<file path="src/core/boot_check_pkg.sv">
// constants shared by the boot stream checker and its word fifo
package boot_check_pkg;
    localparam logic [31:0] MAGIC_WORD     = 32'h41504954;
    localparam logic [23:0] CMD_PREFIX     = 24'h585359;
    localparam logic [31:0] CRC_POLY       = 32'h04c11db7;
    localparam logic [31:0] CRC_INIT       = 32'h00000000;
    localparam logic [31:0] ERR_CODE_ADDR  = 32'h10000708;
    localparam logic [31:0] REV_ID_ADDR    = 32'h0000000c;
    localparam logic [31:0] WORK_AREA_LO   = 32'h10000400;
    localparam logic [31:0] WORK_AREA_HI   = 32'h10000fff;
    localparam logic [3:0]  ERR_KEYWORD    = 4'h1;
    localparam logic [3:0]  ERR_SYNC       = 4'h2;
    localparam logic [3:0]  ERR_CRC        = 4'h3;
    localparam logic [3:0]  ERR_BOOTMODE   = 4'h5;
    localparam logic [3:0]  ERR_NONE       = 4'h0;
    localparam logic [7:0]  OP_SECTION_LD  = 8'h01;
    localparam logic [7:0]  OP_REQ_CRC     = 8'h02;
    localparam logic [7:0]  OP_PING        = 8'h03;
    localparam logic [7:0]  OP_JUMP_CLOSE  = 8'h04;
    localparam int          WORD_W         = 32;
    localparam int          FIFO_WORDS     = 32;
    localparam logic [4:0]  LAST_BIT_IDX   = 5'h1f;
    localparam logic [5:0]  FULL_WORD_BITS = 6'h20;
    localparam logic [31:0] WORD_BYTES     = 32'h00000004;
endpackage

</file>
<file path="src/core/word_stream_if.sv">
// valid/ready word stream between the checker and its fifo
interface word_stream_if #(parameter int WIDTH = 32) ();
    logic             valid;
    logic             ready;
    logic [WIDTH-1:0] data;
    modport src (output valid, output data, input ready);
    modport snk (input valid, input data, output ready);
endinterface

</file>
<file path="src/core/word_fifo.sv">
// synchronous word fifo with valid/ready on both sides
module word_fifo
    import boot_check_pkg::*;
#(
    parameter int WIDTH = WORD_W,
    parameter int DEPTH = FIFO_WORDS
) (
    // clock and reset
    input  wire logic   ref_clk_in,
    input  wire logic   reset_in,
    // streams
    word_stream_if.snk  fill,
    word_stream_if.src  drain
);
    localparam int AW = $clog2(DEPTH);

    if (DEPTH < 2 || (1 << AW) != DEPTH) begin : g_depth_chk
        $error("word_fifo depth must be a power of two, at least 2");
    end

    typedef struct packed {
        logic [DEPTH-1:0][WIDTH-1:0] mem;
        logic [AW-1:0]               wp;
        logic [AW-1:0]               rp;
        logic [AW:0]                 cnt;
    } fifo_state_t;

    fifo_state_t s_r;
    fifo_state_t s_nxt;
    logic        push;
    logic        pop;

    // honest flags straight from the occupancy count
    assign fill.ready  = (s_r.cnt != (AW+1)'(DEPTH));
    assign drain.valid = (s_r.cnt != '0);
    assign drain.data  = s_r.mem[s_r.rp];
    assign push        = fill.valid && fill.ready;
    assign pop         = drain.valid && drain.ready;

    always_comb begin
        s_nxt = s_r;
        if (push) begin
            s_nxt.mem[s_r.wp] = fill.data;
            s_nxt.wp          = s_r.wp + 1'b1;
        end
        if (pop) begin
            s_nxt.rp = s_r.rp + 1'b1;
        end
        case ({push, pop})
            2'b10:   s_nxt.cnt = s_r.cnt + 1'b1;
            2'b01:   s_nxt.cnt = s_r.cnt - 1'b1;
            default: s_nxt.cnt = s_r.cnt;
        endcase
    end

    always_ff @(posedge ref_clk_in or posedge reset_in) begin
        if (reset_in) begin
            s_r <= '0;
        end else begin
            s_r <= s_nxt;
        end
    end
endmodule

</file>
<file path="src/flat_wrapper.sv">
// flat-port wrapper written by rule: the top's interface ports become plain ports
module word_fifo_flat import boot_check_pkg::*;
#(
    parameter int WIDTH = WORD_W,
    parameter int DEPTH = FIFO_WORDS
)
  (ref_clk_in, reset_in, fill_valid, fill_data, fill_ready, drain_valid, drain_data, drain_ready);
  word_stream_if #(.WIDTH(WIDTH)) fill_i ();
  word_stream_if #(.WIDTH(WIDTH)) drain_i ();
  input  wire logic ref_clk_in;
  input  wire logic reset_in;
  input wire logic [$bits(fill_i.valid)-1:0] fill_valid;
  input wire logic [$bits(fill_i.data)-1:0] fill_data;
  output wire logic [$bits(fill_i.ready)-1:0] fill_ready;
  output wire logic [$bits(drain_i.valid)-1:0] drain_valid;
  output wire logic [$bits(drain_i.data)-1:0] drain_data;
  input wire logic [$bits(drain_i.ready)-1:0] drain_ready;
  assign fill_i.valid = fill_valid;
  assign fill_i.data = fill_data;
  assign fill_ready = fill_i.ready;
  assign drain_valid = drain_i.valid;
  assign drain_data = drain_i.data;
  assign drain_i.ready = drain_ready;
  word_fifo #(.WIDTH(WIDTH), .DEPTH(DEPTH)) u_core (.ref_clk_in(ref_clk_in), .reset_in(reset_in), .fill(fill_i), .drain(drain_i));
endmodule
</file>
<file path="config.mk">
export PLATFORM = sky130hd
export DESIGN_NAME = word_fifo_flat
export DESIGN_NICKNAME = d
export VERILOG_FILES = /design/src/core/boot_check_pkg.sv /design/src/core/word_stream_if.sv /design/src/core/word_fifo.sv /design/src/flat_wrapper.sv
export SDC_FILE = /design/constraint.sdc
export NUM_CORES = 2
export LEC_CHECK = 0
export ABC_CLOCK_PERIOD_IN_PS = 74700
export BUFFER_PORTS_ARGS = -buffer_cell sky130_fd_sc_hd__buf_2
export CORE_MARGIN = 4
export CORE_UTILIZATION = 54
export CTS_CLUSTER_DIAMETER = 30
export DETAILED_ROUTE_END_ITERATION = 10
export PLACE_DENSITY = 0.7
export SETUP_SLACK_MARGIN = 0.15
export SKIP_LAST_GASP = 1
export SYNTH_ARGS = -nofsm -noshare
export SYNTH_HDL_FRONTEND = slang
export SYNTH_SLANG_ARGS = --single-unit
</file>
<file path="constraint.sdc">
create_clock -name ref_clk_in -period 74.7 [get_ports ref_clk_in]
set_input_delay 7.47 -clock ref_clk_in [delete_from_list [all_inputs] [get_ports ref_clk_in]]
set_output_delay 7.47 -clock ref_clk_in [all_outputs]
set_load 0.1 [all_outputs]
</file>
==> results.py <==
metrics = {
    "clock_network": {
        "clkLatencyLatePin_ns": 0.77,
        "ctsResizeCount": 0,
        "path_clk_slew_ns": 0.05,
        "hold_buffers": 0,
        "clkSinkCount": 1040,
        "clk_path_buf_depth": 3,
        "cts_buffers": 205,
        "h-tree-depth": 4,
        "postCtsSetupBuffers": 0,
        "tritoncts": "built",
        "clock-root-buffer": "clkbuf_16",
    },
    "setup_path": {
        "cp.arrival_ns": 5.78,
        "timing.rr.end": "u_core.s_r[5]",
        "rr_worst_depth": 8,
        "cp-start-kind": "flip-flop",
        "cp_max_fo": 96,
        "crit_start": "u_core.s_r[6]",
        "required_ns": 67.23,
        "r2r-start": "u_core.s_r[0]",
        "regToRegSetupSlack_ns": 70.88,
        "worstSetupEndpointType": "primary output",
        "crit_type": "flip-flop to primary output",
    },
    "power": {
        "cellLeakagePower_nw": 25.2,
        "internal_power_w": 0.00183,
        "p_comb_share_pct": 31.9,
        "clockPowerShare_pct": 34.4,
        "p_seq_share_pct": 33.7,
        "sw_frac_of_total_pct": 34.0,
        "ir_drop_mv": 0.0792,
        "p_per_area_mw_per_mm2": 49.8,
        "p_sw_w": 0.000940,
    },
    "cells_and_area": {
        "largest_reg_flops": 1040,
        "synthToLayoutAreaGrowth_pct": 16.9,
        "multiInputGateArea_mm2": 0.0198,
        "largestRegisters": "u_core.s_r x1040",
        "drive_gt1_share_pct": 53.9,
        "finalNonFillerCells": 4412,
        "fillers": 6157,
        "layout_common_cells": "1036 x dfrtp_1, 1016 x mux2_2, 208 x clkbuf_16",
        "seq_area_mm2": 0.0260,
        "regMostFlops": "u_core.s_r",
        "nNetsFinal": 3117,
        "final_common_cell": "dfrtp_1",
    },
    "logic_synthesis": {
        "synth_seq_cells": 1040,
        "synth.avg_cell_area_um2": 15.7,
        "synthCells": 3032,
        "seq_area_frac_synth_pct": 54.8,
        "synth_nets": 3079,
        "synth_cell_types": 49,
        "synth_area_leaders": "dfrtp_1 55%, mux2_2 24%, mux4_2 9.1%, mux2i_1 2.7%, buf_6 2.2%",
        "yosysTopAreaCell": "dfrtp_1",
        "synth_flop_cell": "dfrtp_1",
        "syn_area_mm2": 0.0475,
        "async_flop_share_pct": 100,
        "synth-edff-count": 0,
        "ys_warn_count": 0,
        "yosysTopAreaCellShare_pct": 54.8,
    },
    "route": {
        "drtAntennaViolNets": 0,
        "drtIter0Drc": 2117,
        "drt-total-wl_um": 128000,
        "vias": 27900,
        "drc": 0,
        "first_pass_iters": 6,
        "via_per_inst": 6.33,
        "wl_per_cell_um": 29.1,
    },
    "min_path": {
        "worstHoldEndpoint": "u_core.s_r[624]",
        "hp-start": "u_core.s_r[624]",
        "holdPathStages": 1,
        "hold_class": "flip-flop to flip-flop",
    },
    "floorplanning": {
        "fp.dieW_um": 305,
        "io_pins": 70,
        "coreArea_mm2": 0.0870,
        "dieArea_mm2": 0.0928,
        "start_util_pct": 54.6,
        "die_h_um": 305,
        "rows": 108,
    },
    "sta": {
        "drv_slew": 0,
        "fin_crit_ns": 13.25,
        "finalSetupTns_ns": 0,
        "max_slew.worst_pin.slew_ns": 1.20,
        "rsz0062_at_grt": "false",
        "fmax_ghz": 0.0755,
        "slew_headroom_pct": 20.3,
        "hold_violations": 0,
        "setup_violations": 0,
        "fin_skew_ns": 0.0314,
        "timing.final.crit_share_pct": 17.7,
    },
    "global_route": {
        "gr-total-overflow": 0,
        "grt_usage_pct": 28.0,
        "grt_pass1_vias": 31000,
        "antenna_found_initial": 8,
        "grt_pass1_wl_um": 196000,
        "grt_max_degree": 123,
    },
    "placement": {
        "placed_cells": 4018,
        "dp.final_hpwl_um": 67000,
        "port_buffers": 69,
        "gp_congestion": 0.762,
    },
    "flow_run": {
        "cap_violations": 0,
    },
    "outcome": {
        "status": "finished, final reports clean",
    },
}
[Yosys cell counts, types with 2 or more instances]
| library cell | count |
|---|---|
| a22oi_1 | 93 |
| nand3_1 | 3 |
| buf_6 | 91 |
| clkbuf_8 | 3 |
| o221ai_1 | 62 |
| nand4_1 | 2 |
| clkbuf_1 | 156 |
| nand2_1 | 10 |
| mux2i_1 | 127 |
| ha_1 | 10 |
| or2_1 | 3 |
| inv_1 | 9 |
| mux2_2 | 1016 |
| nor2b_1 | 4 |
| a2111oi_0 | 2 |
| a21oi_1 | 63 |
| buf_1 | 11 |
| o31ai_1 | 3 |
| mux2_1 | 10 |
| xnor2_1 | 7 |
| dfrtp_1 | 1040 |
| or2_2 | 2 |
| buf_2 | 35 |
| o21ai_0 | 7 |
| xor2_1 | 4 |
| nor2_1 | 33 |
| nand3b_1 | 3 |
| mux4_2 | 193 |
| buf_4 | 6 |
| o311ai_4 | 3 |
| or4_1 | 2 |
| nor3b_1 | 2 |
[how the worst max path moves through the flow]
stage	endpoint	slack [ns]
6_report	drain_data[23]	61.45
5_1_grt	drain_data[23]	61.08
4_1_cts	drain_data[23]	61.33
3_5_place_dp	u_core.s_r[105]	62.02
3_3_place_gp	drain_data[23]	62.14
2_1_floorplan	u_core.s_r[0]	37.96
[routing by layer]
layer	global-route usage, %	share of wire [%]	vias to the layer above
met5	0	0	-
li1	-	-	11500
met3	6.18	5.9	271
met1	36.9	41	15300
met2	45.5	49	929
met4	11.6	3.7	0
[metrics by stage]
| stage | total power, W | hold slack, ns | util (%) | cell area (um^2) | worst slack [ns] |
|---|---|---|---|---|---|
| global route | 0.00289 | 0.509 | 63.8 | 55500 | 61.08 |
| global placement | 0.00177 | 0.469 | 55.3 | 48200 | 62.14 |
| finish | 0.00277 | 0.490 | 63.8 | 55600 | 61.45 |
| floorplan | 0.00160 | 0.459 | - | 47500 | 37.96 |
| CTS | 0.00278 | 0.498 | 63.8 | 55500 | 61.33 |
| detailed placement | 0.00182 | 0.483 | 55.3 | 48200 | 62.02 |
[power groups by stage]
stage	registers [W]	clock network, W	logic (W)
2_1_floorplan	0.000872	0	0.000726
4_1_cts	0.000929	0.000964	0.000888
5_1_grt	0.000956	0.000994	0.000937
6_report	0.000933	0.000953	0.000883
3_3_place_gp	0.000914	0	0.000860
3_5_place_dp	0.000934	0	0.000883
[cell type report]
cell class,count,share of cell area [%]
repair buffers,134,1.52
clock inverters,118,2.89
multi-input cells,1680,35.6
inverters,9,0.0743
well taps,1155,2.60
flip-flops and latches,1040,46.9
clock buffers,269,10.4
diodes,7,0.0315
[worst max-delay path: stages (launching register included)]
cell and delay (ns):
dfrtp_4 1.12, buf_12 0.68, buf_4 0.87, buf_4 0.71, mux4_2 0.59, a22oi_1 0.26, a22oi_1 0.21, buf_2 0.34
[kinds of logic after synthesis]
logic type	Yosys count	synth area share, %
buf+inv	312	4.11
mux	1346	36.1
xor+xnor	11	0.203
fa+ha+maj	11	0.305
flops	1040	54.8
compound gates	242	3.76
simple gates	70	0.724
No activity file was read; power rests on OpenSTA's default activity.
